==> config.mk <==
export PLATFORM = sky130hd
export DESIGN_NAME = swr_top
export DESIGN_NICKNAME = d
export VERILOG_FILES = /design/src/swr_pkg.sv /design/src/swr_cfg_eval.sv /design/src/swr_top.sv
export SDC_FILE = /design/constraint.sdc
export NUM_CORES = 1
export LEC_CHECK = 0
export BUFFER_PORTS_ARGS = -buffer_cell sky130_fd_sc_hd__buf_4
export CAP_MARGIN = 25
export CORE_UTILIZATION = 59
export DETAILED_ROUTE_END_ITERATION = 16
export PLACE_DENSITY_LB_ADDON = 0.08
export SLEW_MARGIN = 20
export SYNTH_ARGS = -nofsm -noshare
export SYNTH_HDL_FRONTEND = slang
export SYNTH_HIERARCHICAL = 1
export SYNTH_SLANG_ARGS = --single-unit
==> constraint.sdc <==
create_clock -name sys_clk -period 5.59 [get_ports sys_clk]
set_input_delay 1.677 -clock sys_clk [delete_from_list [all_inputs] [get_ports sys_clk]]
set_output_delay 1.677 -clock sys_clk [all_outputs]
set_load 0.02 [all_outputs]
==> src/swr_pkg.sv <==
// Shared constants, types and register map of the supervisor watchdog reset block
package swr_pkg;

    // Clock rate
    localparam int unsigned CLK_KHZ = 20000;

    // Timing figures in their own units
    localparam int unsigned T_RST_MS = 200;
    localparam int unsigned T_WD_OPEN_MS = 1600;
    localparam int unsigned T_WD_PULLUP_MS = 200;
    localparam int unsigned T_EVAL_US = 381;

    // Cycle counts derived from the figures
    localparam int unsigned RST_HOLD_CYC = T_RST_MS * CLK_KHZ;
    localparam int unsigned WD_OPEN_CYC = T_WD_OPEN_MS * CLK_KHZ;
    localparam int unsigned WD_PULLUP_CYC = T_WD_PULLUP_MS * CLK_KHZ;
    localparam int unsigned EVAL_CYC = (T_EVAL_US * CLK_KHZ + 999) / 1000;

    // Capacitor timing laws: multipliers in watchdog cycles per charge cycle, extended base in watchdog cycles
    localparam int unsigned CAP_STD_MULT = 64;
    localparam int unsigned CAP_EXT_MULT = 1536;
    localparam int unsigned CAP_EXT_BASE = 1250000;

    // Register byte offsets
    localparam logic [7:0] REG_STATUS = 8'h00;
    localparam logic [7:0] REG_TIMEOUT = 8'h04;
    localparam logic [7:0] REG_CHARGE = 8'h08;
    localparam logic [7:0] REG_FAULT_CNT = 8'h0c;
    localparam logic [7:0] REG_CTRL = 8'h10;

    // Field positions
    localparam int unsigned CTRL_INHIBIT_BIT = 0;
    localparam int unsigned ST_RESET_BIT = 0;
    localparam int unsigned ST_FAULT_BIT = 1;
    localparam int unsigned ST_WDEN_BIT = 2;
    localparam int unsigned ST_EVAL_BIT = 3;
    localparam int unsigned ST_EXT_BIT = 4;
    localparam int unsigned ST_MODE_LSB = 5;

    // Reset values
    localparam logic CTRL_RESET = 1'b0;

    // AXI responses
    localparam logic [1:0] RESP_OKAY = 2'b00;
    localparam logic [1:0] RESP_SLVERR = 2'b10;

    // Configuration pin modes
    typedef enum logic [1:0] {
        SWR_CFG_OPEN = 2'b00,
        SWR_CFG_PULLUP = 2'b01,
        SWR_CFG_CAP = 2'b10
    } swr_cfg_mode_t;

    // Result of the configuration pin evaluation
    typedef struct packed {
        logic done;
        swr_cfg_mode_t mode;
        logic [15:0] charge;
    } swr_cfg_t;

endpackage

==> src/swr_cfg_eval.sv <==
// Evaluation of the timeout configuration pin after startup
`timescale 1ns/10ps
module swr_cfg_eval #(
    parameter int unsigned EVAL_CYCLES = swr_pkg::EVAL_CYC
) (
    input wire logic sys_clk,
    input wire logic resetn,
    input wire logic timeout_cfg_pin,
    input wire logic timeout_cfg_pullup,
    output swr_pkg::swr_cfg_t cfg
);

    logic [31:0] eval_cnt_r;
    logic first_r;
    logic done_r;
    swr_pkg::swr_cfg_mode_t mode_r;
    logic [15:0] charge_r;

    // sample window
    // Count the evaluation window once after power-on, then set done and stop counting
    always_ff @(posedge sys_clk or negedge resetn) begin
        if (!resetn) begin
            eval_cnt_r <= 32'h0000_0000;
            done_r <= 1'b0;
        end else if (!done_r) begin
            if (eval_cnt_r >= EVAL_CYCLES - 1) begin
                done_r <= 1'b1;
            end else begin
                eval_cnt_r <= eval_cnt_r + 32'h0000_0001;
            end
        end
    end

    // pin mode decode
    // A pin that is low at the first sample is a capacitor still charging
    always_ff @(posedge sys_clk or negedge resetn) begin
        if (!resetn) begin
            first_r <= 1'b1;
            mode_r <= swr_pkg::SWR_CFG_OPEN;
        end else if (first_r) begin
            first_r <= 1'b0;
            if (!timeout_cfg_pin) begin
                mode_r <= swr_pkg::SWR_CFG_CAP;
            end else if (timeout_cfg_pullup) begin
                mode_r <= swr_pkg::SWR_CFG_PULLUP;
            end else begin
                mode_r <= swr_pkg::SWR_CFG_OPEN;
            end
        end
    end

    // Charge time is measured while the pin stays below threshold; it saturates
    always_ff @(posedge sys_clk or negedge resetn) begin
        if (!resetn) begin
            charge_r <= 16'h0000;
        end else if (!done_r && !timeout_cfg_pin && charge_r != 16'hffff) begin
            charge_r <= charge_r + 16'h0001;
        end
    end

    assign cfg.done = done_r;
    assign cfg.mode = mode_r;
    assign cfg.charge = charge_r;

endmodule

==> src/swr_top.sv <==
// Supervisor reset, watchdog timer and AXI4-Lite status registers
// Behaviour
// - Reset asserts while manual reset is low.
// - After manual reset rises, reset holds for the hold time.
// - Undervoltage flag asserts reset at once.
// - Supply good starts hold counter; reset releases when done.
// - From power-up reset holds until supply good and hold elapsed.
// - Enable-select low disables the watchdog.
// - Timeout chosen from enable-select and configuration pin; the code chooses it from the configuration pin mode alone.
// - Capacitor gives user timeout; pull-up or open gives presets.
// - Capacitor timeout uses standard or extended law per variant.
// - Kicks ignored while reset or fault low, or watchdog disabled.
// - Expiry asserts fault only while reset is released.
// - Each fault pulse lasts the hold time.
// - Reset asserting releases the fault output.
// - Configuration pin is evaluated after startup before mode fixes.
//
// Added by the designer: the AXI4-Lite slave port and the register offsets.
`timescale 1ns/10ps
module swr_top #(
    parameter int unsigned RST_HOLD_CYCLES = swr_pkg::RST_HOLD_CYC,
    parameter int unsigned WD_OPEN_CYCLES = swr_pkg::WD_OPEN_CYC,
    parameter int unsigned WD_PULLUP_CYCLES = swr_pkg::WD_PULLUP_CYC,
    parameter int unsigned EVAL_CYCLES = swr_pkg::EVAL_CYC,
    parameter int unsigned CAP_EXT_BASE = swr_pkg::CAP_EXT_BASE,
    parameter bit EXTENDED_TIMING = 1'b0
) (
    input wire logic sys_clk,
    input wire logic resetn,
    input wire logic manual_reset_n,
    input wire logic manual_reset_drive,
    input wire logic uv_flag,
    input wire logic wd_enable_select,
    input wire logic timeout_cfg_pin,
    input wire logic timeout_cfg_pullup,
    input wire logic wd_kick_in,
    output logic sys_reset_n_o,
    output logic sys_reset_n_oe,
    output logic wd_fault_n_o,
    output logic wd_fault_n_oe,
    input wire logic [7:0] s_axi_awaddr,
    input wire logic s_axi_awvalid,
    output logic s_axi_awready,
    input wire logic [31:0] s_axi_wdata,
    input wire logic [3:0] s_axi_wstrb,
    input wire logic s_axi_wvalid,
    output logic s_axi_wready,
    output logic [1:0] s_axi_bresp,
    output logic s_axi_bvalid,
    input wire logic s_axi_bready,
    input wire logic [7:0] s_axi_araddr,
    input wire logic s_axi_arvalid,
    output logic s_axi_arready,
    output logic [31:0] s_axi_rdata,
    output logic [1:0] s_axi_rresp,
    output logic s_axi_rvalid,
    input wire logic s_axi_rready
);
    typedef enum logic [1:0] {RST_HOLD = 2'b00, RST_DELAY = 2'b01, RST_RUN = 2'b11}
        swr_rst_state_t;
    typedef enum logic [1:0] {WD_EVAL = 2'b00, WD_OFF = 2'b01, WD_ARMED = 2'b11, WD_FAULT = 2'b10}
        swr_wd_state_t;
    swr_pkg::swr_cfg_t cfg;
    swr_rst_state_t rst_state_r, rst_state_nxt;
    swr_wd_state_t wd_state_r, wd_state_nxt;
    logic [31:0] rst_cnt_r, wd_cnt_r, fault_cnt_r, timeout_cyc, w_data_r, rdata_r;
    logic [15:0] fault_events_r;
    logic kick_prev_r, rst_oe_r, fault_oe_r, inhibit_r;
    logic mr_level, rst_cause, kick_fall, wd_enabled;
    logic aw_got_r, w_got_r, awready_r, wready_r, bvalid_r, arready_r, rvalid_r;
    logic [7:0] aw_addr_r;
    logic [3:0] w_strb_r;
    logic [1:0] bresp_r, rresp_r;
    // Register decode shared by the read and write paths
    function automatic logic reg_mapped(input logic [7:0] addr);
        reg_mapped = (addr == swr_pkg::REG_STATUS) || (addr == swr_pkg::REG_TIMEOUT) ||
                     (addr == swr_pkg::REG_CHARGE) || (addr == swr_pkg::REG_FAULT_CNT) ||
                     (addr == swr_pkg::REG_CTRL);
    endfunction

    swr_cfg_eval #(
        .EVAL_CYCLES(EVAL_CYCLES)
    ) u_cfg_eval (
        .sys_clk(sys_clk),
        .resetn(resetn),
        .timeout_cfg_pin(timeout_cfg_pin),
        .timeout_cfg_pullup(timeout_cfg_pullup),
        .cfg(cfg)
    );

    // internal pull-up
    // An undriven manual reset pin reads high
    assign mr_level = manual_reset_drive ? manual_reset_n : 1'b1;
    assign rst_cause = !mr_level || uv_flag;

    // supervisor sequencing
    // Any cause during the delay restarts the whole hold period
    always_comb begin
        rst_state_nxt = rst_state_r;
        case (rst_state_r)
            RST_HOLD: if (!rst_cause) rst_state_nxt = RST_DELAY;
            RST_DELAY: begin
                if (rst_cause) rst_state_nxt = RST_HOLD;
                else if (rst_cnt_r >= RST_HOLD_CYCLES - 1) rst_state_nxt = RST_RUN;
            end
            RST_RUN: if (rst_cause) rst_state_nxt = RST_HOLD;
            default: rst_state_nxt = RST_HOLD;
        endcase
    end
    // power-up hold
    // Asynchronous reset parks the supervisor in hold with reset driven
    always_ff @(posedge sys_clk or negedge resetn) begin
        if (!resetn) begin
            rst_state_r <= RST_HOLD;
            rst_oe_r <= 1'b1;
        end else begin
            rst_state_r <= rst_state_nxt;
            rst_oe_r <= (rst_state_nxt != RST_RUN);
        end
    end

    always_ff @(posedge sys_clk or negedge resetn) begin
        if (!resetn) begin
            rst_cnt_r <= 32'h0000_0000;
        end else if (rst_state_r == RST_DELAY && rst_state_nxt == RST_DELAY) begin
            rst_cnt_r <= rst_cnt_r + 32'h0000_0001;
        end else begin
            rst_cnt_r <= 32'h0000_0000;
        end
    end

    // timeout selection
    // Presets depend only on the configuration mode, not on enable-select; a zero timeout is forced to one
    always_comb begin
        case (cfg.mode)
            swr_pkg::SWR_CFG_PULLUP: timeout_cyc = WD_PULLUP_CYCLES;
            swr_pkg::SWR_CFG_CAP: timeout_cyc = EXTENDED_TIMING ?
                CAP_EXT_BASE + {16'h0000, cfg.charge} * swr_pkg::CAP_EXT_MULT :
                {16'h0000, cfg.charge} * swr_pkg::CAP_STD_MULT;
            default: timeout_cyc = WD_OPEN_CYCLES;
        endcase
        if (timeout_cyc == 32'h0000_0000) timeout_cyc = 32'h0000_0001;
    end
    assign wd_enabled = wd_enable_select && !inhibit_r && cfg.done;

    // kick qualification
    // Edges count only in the armed state, which needs reset released
    assign kick_fall = kick_prev_r && !wd_kick_in && (wd_state_r == WD_ARMED);

    // Previous kick level; resets to the idle high so reset makes no false edge
    always_ff @(posedge sys_clk or negedge resetn) begin
        if (!resetn) begin
            kick_prev_r <= 1'b1;
        end else begin
            kick_prev_r <= wd_kick_in;
        end
    end

    // Watchdog sequencing; reset taking over always wins over a running fault
    always_comb begin
        wd_state_nxt = wd_state_r;
        case (wd_state_r)
            WD_EVAL: if (cfg.done) wd_state_nxt = WD_OFF;
            WD_OFF: if (wd_enabled && rst_state_nxt == RST_RUN) wd_state_nxt = WD_ARMED;
            WD_ARMED: begin
                if (!wd_enabled || rst_state_nxt != RST_RUN) wd_state_nxt = WD_OFF;
                else if (!kick_fall && wd_cnt_r >= timeout_cyc - 1) wd_state_nxt = WD_FAULT;
            end
            WD_FAULT: begin
                if (rst_state_nxt != RST_RUN) wd_state_nxt = WD_OFF;
                else if (fault_cnt_r >= RST_HOLD_CYCLES - 1)
                    wd_state_nxt = wd_enabled ? WD_ARMED : WD_OFF;
            end
            default: wd_state_nxt = WD_OFF;
        endcase
    end
    always_ff @(posedge sys_clk or negedge resetn) begin
        if (!resetn) begin
            wd_state_r <= WD_EVAL;
            fault_oe_r <= 1'b0;
        end else begin
            wd_state_r <= wd_state_nxt;
            fault_oe_r <= (wd_state_nxt == WD_FAULT);
        end
    end

    always_ff @(posedge sys_clk or negedge resetn) begin
        if (!resetn) begin
            wd_cnt_r <= 32'h0000_0000;
        end else if (wd_state_nxt != WD_ARMED || wd_state_r != WD_ARMED || kick_fall) begin
            wd_cnt_r <= 32'h0000_0000;
        end else begin
            wd_cnt_r <= wd_cnt_r + 32'h0000_0001;
        end
    end

    always_ff @(posedge sys_clk or negedge resetn) begin
        if (!resetn) begin
            fault_cnt_r <= 32'h0000_0000;
        end else if (wd_state_r == WD_FAULT && wd_state_nxt == WD_FAULT) begin
            fault_cnt_r <= fault_cnt_r + 32'h0000_0001;
        end else begin
            fault_cnt_r <= 32'h0000_0000;
        end
    end

    // Expiry events, saturating so software never sees a wrap
    always_ff @(posedge sys_clk or negedge resetn) begin
        if (!resetn) begin
            fault_events_r <= 16'h0000;
        end else if (wd_state_r == WD_ARMED && wd_state_nxt == WD_FAULT &&
                     fault_events_r != 16'hffff) begin
            fault_events_r <= fault_events_r + 16'h0001;
        end
    end

    // Open-drain pins only ever drive low
    assign sys_reset_n_o = 1'b0;
    assign sys_reset_n_oe = rst_oe_r;
    assign wd_fault_n_o = 1'b0;
    assign wd_fault_n_oe = fault_oe_r;

    // Write address and data channels are accepted independently
    always_ff @(posedge sys_clk or negedge resetn) begin
        if (!resetn) begin
            awready_r <= 1'b0;
            aw_got_r <= 1'b0;
            aw_addr_r <= 8'h00;
        end else if (awready_r && s_axi_awvalid) begin
            awready_r <= 1'b0;
            aw_got_r <= 1'b1;
            aw_addr_r <= s_axi_awaddr;
        end else if (aw_got_r && w_got_r && !bvalid_r) begin
            aw_got_r <= 1'b0;
        end else if (!aw_got_r && !bvalid_r) begin
            awready_r <= 1'b1;
        end
    end

    always_ff @(posedge sys_clk or negedge resetn) begin
        if (!resetn) begin
            wready_r <= 1'b0;
            w_got_r <= 1'b0;
            w_data_r <= 32'h0000_0000;
            w_strb_r <= 4'h0;
        end else if (wready_r && s_axi_wvalid) begin
            wready_r <= 1'b0;
            w_got_r <= 1'b1;
            w_data_r <= s_axi_wdata;
            w_strb_r <= s_axi_wstrb;
        end else if (aw_got_r && w_got_r && !bvalid_r) begin
            w_got_r <= 1'b0;
        end else if (!w_got_r && !bvalid_r) begin
            wready_r <= 1'b1;
        end
    end

    // Response one cycle after both halves are held; unmapped gives SLVERR
    always_ff @(posedge sys_clk or negedge resetn) begin
        if (!resetn) begin
            bvalid_r <= 1'b0;
            bresp_r <= swr_pkg::RESP_OKAY;
        end else if (aw_got_r && w_got_r && !bvalid_r) begin
            bvalid_r <= 1'b1;
            bresp_r <= reg_mapped(aw_addr_r) ? swr_pkg::RESP_OKAY : swr_pkg::RESP_SLVERR;
        end else if (bvalid_r && s_axi_bready) begin
            bvalid_r <= 1'b0;
        end
    end

    // Control register; only byte lane 0 carries a field
    always_ff @(posedge sys_clk or negedge resetn) begin
        if (!resetn) begin
            inhibit_r <= swr_pkg::CTRL_RESET;
        end else if (aw_got_r && w_got_r && !bvalid_r && aw_addr_r == swr_pkg::REG_CTRL &&
                     w_strb_r[0]) begin
            inhibit_r <= w_data_r[swr_pkg::CTRL_INHIBIT_BIT];
        end
    end

    // Read path answers one cycle after the address is taken
    always_ff @(posedge sys_clk or negedge resetn) begin
        if (!resetn) begin
            arready_r <= 1'b0;
            rvalid_r <= 1'b0;
            rresp_r <= swr_pkg::RESP_OKAY;
            rdata_r <= 32'h0000_0000;
        end else if (arready_r && s_axi_arvalid) begin
            arready_r <= 1'b0;
            rvalid_r <= 1'b1;
            rresp_r <= reg_mapped(s_axi_araddr) ? swr_pkg::RESP_OKAY : swr_pkg::RESP_SLVERR;
            rdata_r <= 32'h0000_0000;
            case (s_axi_araddr)
                swr_pkg::REG_STATUS: begin
                    rdata_r[swr_pkg::ST_RESET_BIT] <= rst_oe_r;
                    rdata_r[swr_pkg::ST_FAULT_BIT] <= fault_oe_r;
                    rdata_r[swr_pkg::ST_WDEN_BIT] <= wd_enabled;
                    rdata_r[swr_pkg::ST_EVAL_BIT] <= cfg.done;
                    rdata_r[swr_pkg::ST_EXT_BIT] <= EXTENDED_TIMING;
                    rdata_r[swr_pkg::ST_MODE_LSB +: 2] <= cfg.mode;
                end
                swr_pkg::REG_TIMEOUT: rdata_r <= timeout_cyc;
                swr_pkg::REG_CHARGE: rdata_r <= {16'h0000, cfg.charge};
                swr_pkg::REG_FAULT_CNT: rdata_r <= {16'h0000, fault_events_r};
                swr_pkg::REG_CTRL: rdata_r[swr_pkg::CTRL_INHIBIT_BIT] <= inhibit_r;
                default: rdata_r <= 32'h0000_0000;
            endcase
        end else if (rvalid_r && s_axi_rready) begin
            rvalid_r <= 1'b0;
        end else if (!rvalid_r) begin
            arready_r <= 1'b1;
        end
    end

    assign s_axi_awready = awready_r;
    assign s_axi_wready = wready_r;
    assign s_axi_bvalid = bvalid_r;
    assign s_axi_bresp = bresp_r;
    assign s_axi_arready = arready_r;
    assign s_axi_rvalid = rvalid_r;
    assign s_axi_rresp = rresp_r;
    assign s_axi_rdata = rdata_r;

endmodule

# Word level (Yosys, flattened, before mapping)

Index checks and enable logic that the tools add are counted.

Flip-flop bits (word level): 225
Bits of input ports: 66
Output and inout bits: 45
Logic and storage cells: 172

$add $sub $neg: 7
$lt $le $gt $ge: 4
Equality and inequality tests: 27
Mux-type cells: 44
Bitwise logic cells: 2
Reduce and logical (&&, ||, !) cells: 60

Operators by type and width:

| kind                                                   | number |
|---|---|
| adder 32 x 1 -> 32 bit (second input constant)         | 4 |
| two-way mux 32 bit                                     | 4 |
| one-hot mux 25 bit (3 select lines)                    | 1 |
| >= comparator 32 x 22 -> 1 bit (second input constant) | 2 |
| one-hot mux 25 bit (2 select lines)                    | 1 |
| adder 16 x 1 -> 16 bit (second input constant)         | 2 |
| equality test 8 x 4 -> 1 bit (second input constant)   | 4 |
| >= comparator 32 x 13 -> 1 bit (second input constant) | 1 |
| >= comparator 32 bit                                   | 1 |
| logical NOT 32 bit                                     | 1 |
| inequality test 16 bit (second input constant)         | 2 |
| subtractor 32 x 1 -> 32 bit (second input constant)    | 1 |
| two-way mux 2 bit                                      | 14 |
| one-hot mux 6 bit (4 select lines)                     | 1 |
| logical AND 1 bit                                      | 23 |
| two-way mux 1 bit                                      | 20 |
| equality test 8 x 3 -> 1 bit (second input constant)   | 2 |
| equality test 8 x 5 -> 1 bit (second input constant)   | 2 |
| logical NOT 8 bit                                      | 2 |
| equality test 2 bit (second input constant)            | 6 |
| logical OR 1 bit                                       | 12 |
| inequality test 2 bit (second input constant)          | 6 |
| nonzero test 2 bit                                     | 6 |
| logical NOT 1 bit                                      | 10 |
| 8 further kinds                                        | 16 |

# Logic depth before layout (Yosys ltp)

Word-level depth: 14
Gate-level depth with buffers: 20

# Hierarchy

Netlist, hierarchy kept.

By module, submodules not included:

| module       | instances | cells an instance | area an instance (sq um) | seq. area each (sq um) |
|---|---|---|---|---|
| swr_top      | 1         | 872               | 8712.1                   | 4056.4 |
| swr_cfg_eval | 1         | 172               | 2100.8                   | 1302.5 |

# Worst setup path before layout

OpenSTA, ideal clock, no wires.

Path kind: reg-to-reg
Start: reg u_cfg_eval.mode_r[0]
End: reg fault_events_r[7]
Library setup time: 0.123 ns
Arrival time: 4.263 ns
Required time: 5.467 ns
Slack: 1.204 ns
Cell stages (with the launch flop): 19
Buffers on the path: 1
Cells stage by stage: dfrtp_1 inv_1 ha_1 clkbuf_1 inv_1 nand2_1 nand3_1 or4_1 inv_1 nor3_1 a22o_1 ha_1 nand4_1 nor3_1 nor4b_1 o311ai_1 a21o_1 or4_1 xnor2_1

Longest elaborated chain between the ends: 13

Ends and longest elaborated chain:

| item                                                                       | line               | text |
|---|---|---|
| from (decl)                                                                | swr_cfg_eval.sv:16 | `swr_pkg::swr_cfg_mode_t mode_r;` |
| from (signal assigned)                                                     | swr_cfg_eval.sv:39 | `mode_r <= swr_pkg::SWR_CFG_OPEN;` |
| from (signal assigned)                                                     | swr_cfg_eval.sv:43 | `mode_r <= swr_pkg::SWR_CFG_CAP;` |
| from (signal assigned)                                                     | swr_cfg_eval.sv:45 | `mode_r <= swr_pkg::SWR_CFG_PULLUP;` |
| equality test 2 bit / equality test 2 x 1 -> 1 bit (equally long branches) | swr_top.sv:135     | `case (cfg.mode)` |
| one-hot mux 25 bit (2 select lines) (*)                                    | swr_top.sv:135     |  |
| logical NOT 32 bit                                                         | swr_top.sv:142     | `if (timeout_cyc == 32'h0000_0000) timeout_cyc = 32'h0000_0001;` |
| two-way mux 32 bit (*)                                                     | swr_top.sv:142     |  |
| subtractor 32 x 1 -> 32 bit (*)                                            | swr_top.sv:167     | `else if (!kick_fall && wd_cnt_r >= timeout_cyc - 1) wd_state_nxt = WD_FAULT;` |
| >= comparator 32 bit (*)                                                   | swr_top.sv:167     |  |
| logical AND 1 bit (*)                                                      | swr_top.sv:167     |  |
| two-way mux 2 bit (*)                                                      | swr_top.sv:167     |  |
| two-way mux 2 bit (*)                                                      | swr_top.sv:166     | `if (!wd_enabled \|\| rst_state_nxt != RST_RUN) wd_state_nxt = WD_OFF;` |
| one-hot mux 2 bit (4 select lines) (*)                                     | swr_top.sv:162     | `case (wd_state_r)` |
| equality test 2 bit (*)                                                    | swr_top.sv:211     | `end else if (wd_state_r == WD_ARMED && wd_state_nxt == WD_FAULT &&` |
| logical AND 1 bit (*) (2 in series)                                        | swr_top.sv:211     |  |
| to (signal assigned)                                                       | swr_top.sv:213     | `fault_events_r <= fault_events_r + 16'h0001;` |
| to (decl)                                                                  | swr_top.sv:67      | `logic [15:0] fault_events_r;` |

Every way passes the cells marked *; elsewhere a longest branch is shown, timed or not.
A chain may end at the register's enable or synchronous reset.

# Final worst setup path

Start: reg u_cfg_eval.mode_r[0]
End: reg fault_events_r[5]

Same word-level chain as after synthesis.

==> metrics.md <==
| Metric | Value |
|---|---|
| I/O pin cnt | 111 |
| Startpoint types | register |
| Core Box Area | 17960 um^2 |
| Post-CTS Repair Setup Buffers | 0 |
| Slowest-stage cell, CP | or4_1 |
| CP required | 5.98 ns |
| Ys async rst share | 1.000 |
| Max-slew headroom | 0.3097 |
| Post-synthesis sequential area ratio | 0.4956 |
| Worst Hold End | u_cfg_eval/eval_cnt_r[28] |
| Seq cells post-synth | 214 |
| Die ar. | 18870 um^2 |
| Routed wire length | 21.04 mm |
| Hold Path Class | reg2reg |
| RSZ-0062 raised after global routing | no |
| Largest net degree at the start of global routing | 110 |
| CTS HTree Levels | 1 |
| Reg-to-reg setup timing slack | 0.34 ns |
| First-pass GRT wire length | 34.76 mm |
| Syn Inst Count | 1044 |
| Main synth FF type | dfrtp_1 |
| Reg2reg start | u_cfg_eval/mode_r[0] |
| Pre-Repair DR Iteration Count | 5 |
| Clock Skew | 0.006781 ns |
| RePlAce Congestion | 0.9203 |
| Drt first-iter violations | 410 |
| DR DRC count | 0 |
| Worst-path clk slew | 0.06 ns |
| Clk buf depth | 3 |
| Fin crit period | 5.249 ns |
| Row count | 49 |
| Yosys warnings | 6 |
| Slowest stage delay, CP | 0.60 ns |
| Slew @ Worst Pin | 1.033 ns |
| Slew Limit Fails | 0 |
| Final hold vios | 0 |
| Synth top area share | 0.4883 |
| Pwr Total | 3.937 mW |
| Detail Route Antenna Nets | 0 |
| CTS tree | built |
| Maximum vdd drop | 289.7 uV |
| Total GRT Usage | 0.2307 |
| Type of the worst setup path | reg2reg |
| Crit-path max FO | 13 |
| Netlist cell types | 71 |
| Vias in the first global route | 7219 |
| Leak pwr | 5.487 nW |
| Total negative slack | 0 ns |
| Synthesized cell area | 10810 um^2 |
| Avg WL per Cell | 15.30 um |
| Status | completed |
| Worst Reg-to-Reg Cells | 18 |
| CP Capture Type | register |
| Post-CTS Resized | 0 |
| Hold Path Origin | u_cfg_eval/eval_cnt_r[28] |
| Final #Nets | 1235 |
| Vias/cell | 5.620 |
| Clock sink count | 214 |
| Multi-input gate area | 5161 um^2 |
| Die span in y | 137.4 um |
| Share of cells above drive strength 1 | 0.1719 |
| Worst EP arrival | 5.64 ns |
| DPL Wire Length | 14.62 mm |
| # port buffers | 65 |
| CTS buffer count | 24 |
| Top cell type by total area after synthesis | dfrtp_1 |
| Worst hold stages | 0 |
| Initial antenna violation count | 0 |
| Setup violations, final | 0 |
| Cells along the critical path | inv_1, ha_1, or2_2, a21o_1, or4_1, inv_1, nor3_1, nand2_1, xor2_1, ha_1, nand4_1, nor3_1, nor4b_1, o311ai_1, buf_4, a21o_1, or4b_1, xnor2_1 |
| Starting Density | 0.6019 |
| MaxCap Viol Count | 0 |
| Synth area leaders | dfrtp_1 49%, xnor2_1 5.8%, ha_1 4.6% |
| Final worst path period share | 0.9390 |
| Area Growth Syn to Fin | 14.66% |
| Average size of a mapped cell | 10.36 um^2 |
| Post-synth EDFFs | 0 |
| Antenna cells | 0 |
| Clk root buf | clkbuf_16 |
| Cts hold-fix bufs | 0 |
| F_max | 190.5 MHz |
| Worst-Skew Late Latency | 0.51 ns |
| Reg-to-Reg End | fault_events_r[5] |
| Die width | 137.4 um |
| Total grt overflow | 0 |
| PD cells | 317.5 nW/um^2 |
| Fillcell total | 1418 |
| Via Count | 7728 |
| FF/Latch Area | 5359 um^2 |
[cell type report]
| class | instances | share of cell area |
|---|---|---|
| Clock buffer | 35 | 0.05742 |
| Clock inverter | 8 | 0.008174 |
| Inverter | 33 | 0.009991 |
| Multi-Input combinational cell | 774 | 0.4163 |
| Sequential cell | 214 | 0.4322 |
| Tap cell | 229 | 0.02311 |
| Timing Repair Buffer | 82 | 0.05278 |
[kinds of logic (layout without fill, tap and decap cells)]
logic type / count (synthesis) / in the layout / share of synthesized area
AOI/OAI and AO/OA: 130 / 130 / 0.08089
xor gates and xnor gates: 109 / 109 / 0.08829
adders and majority gates: 40 / 40 / 0.04629
buffers and inverters: 92 / 158 / 0.03957
DFF: 214 / 214 / 0.4956
muxes: 35 / 35 / 0.03703
other: 3 / 39 / 0.001041
and+or+nand+nor: 421 / 421 / 0.2113
[critical path, delay by kind of cell (launching register included)]
kind / cells / cell delay (ns)
simple gates: 8 / 2.55
flops: 1 / 0.40
xor+xnor: 2 / 0.23
buf+inv: 3 / 0.56
compound gates: 3 / 0.60
fa+ha+maj: 2 / 0.79
[routing by layer]
| layer | GRT usage | part of all wire |
|---|---|---|
| met5 | 0 | 0 |
| met4 | 0.06593 | 0.022 |
| met3 | 0.03201 | 0.039 |
| met2 | 0.3681 | 0.47 |
| met1 | 0.3293 | 0.47 |
[power breakdown]
| group | switching, mW | leakage (nW) | total, mW | internal, mW |
|---|---|---|---|---|
| registers | 0.0983 | 2.86 | 1.75 | 1.65 |
| clock network | 0.607 | 0.406 | 1.58 | 0.973 |
| logic | 0.349 | 2.22 | 0.606 | 0.257 |
[sequential cells by signal, indices dropped and copies added, names as in the netlist, 2 cells and up]
| register | flops |
|---|---|
| u_cfg_eval/charge_r | 16 |
| rst_state_r | 2 |
| wd_state_r | 2 |
| u_cfg_eval/mode_r | 2 |
| fault_cnt_r | 32 |
| s_axi_rdata | 23 |
| fault_events_r | 16 |
| rst_cnt_r | 32 |
| aw_addr_r | 8 |
| wd_cnt_r | 32 |
| u_cfg_eval/eval_cnt_r | 32 |
[worst max-delay path by stage]
stage          cells past startpoint  slack [ns]                  from           endpoint
5_1_grt                           18        0.04  u_cfg_eval/mode_r[0]  fault_events_r[7]
3_5_place_dp                      19        0.43  u_cfg_eval/mode_r[0]  fault_events_r[7]
2_1_floorplan                     18        1.20  u_cfg_eval/mode_r[0]  fault_events_r[7]
3_3_place_gp                      19        0.48  u_cfg_eval/mode_r[0]  fault_events_r[7]
4_1_cts                           19        0.41  u_cfg_eval/mode_r[0]  fault_events_r[9]
6_report                          18        0.34  u_cfg_eval/mode_r[0]  fault_events_r[5]
[through the flow]
step,hold WS (ns),instance area [um^2],util,worst slack [ns],cells
floorplan,0.4281,10950,-,1.204,1080
global placement,0.3657,11570,0.6441,0.4804,1331
detailed placement,0.3683,11570,0.6441,0.4347,1331
CTS,0.3816,12380,0.6894,0.4117,1374
global route,0.3877,12400,0.6902,0.03947,1375
finish,0.3774,12400,0.6902,0.3411,1375
[placed cells by master, fill, tap and decap left out, types with 7 or more instances in the layout]
cell type | netlist | layout
inv_1 | 33 | 33
and4_1 | 9 | 9
nor2_1 | 93 | 93
a22oi_1 | 12 | 12
and3_1 | 25 | 25
nand3_1 | 57 | 57
nand4_1 | 29 | 29
nor3_2 | 31 | 31
dfrtp_1 | 211 | 211
clkbuf_8 | 0 | 8
nor4_1 | 9 | 9
xnor2_1 | 71 | 71
buf_4 | 14 | 78
a21oi_1 | 28 | 28
xor2_1 | 38 | 38
ha_1 | 40 | 40
clkbuf_16 | 0 | 24
o21a_1 | 8 | 8
o31ai_1 | 7 | 7
mux2_2 | 28 | 28
o21ai_0 | 33 | 33
nor3_1 | 23 | 23
conb_1 | 3 | 39
nand2_1 | 95 | 95
[cell usage after synthesis, types with 29 or more instances]
library cell	count
dfrtp_1	211
nand2_1	95
xor2_1	38
inv_1	33
nand3_1	57
clkbuf_1	38
ha_1	40
nor3_2	31
o21ai_0	33
xnor2_1	71
nor2_1	93
nand4_1	29
Power figures use the tool's default switching activity.
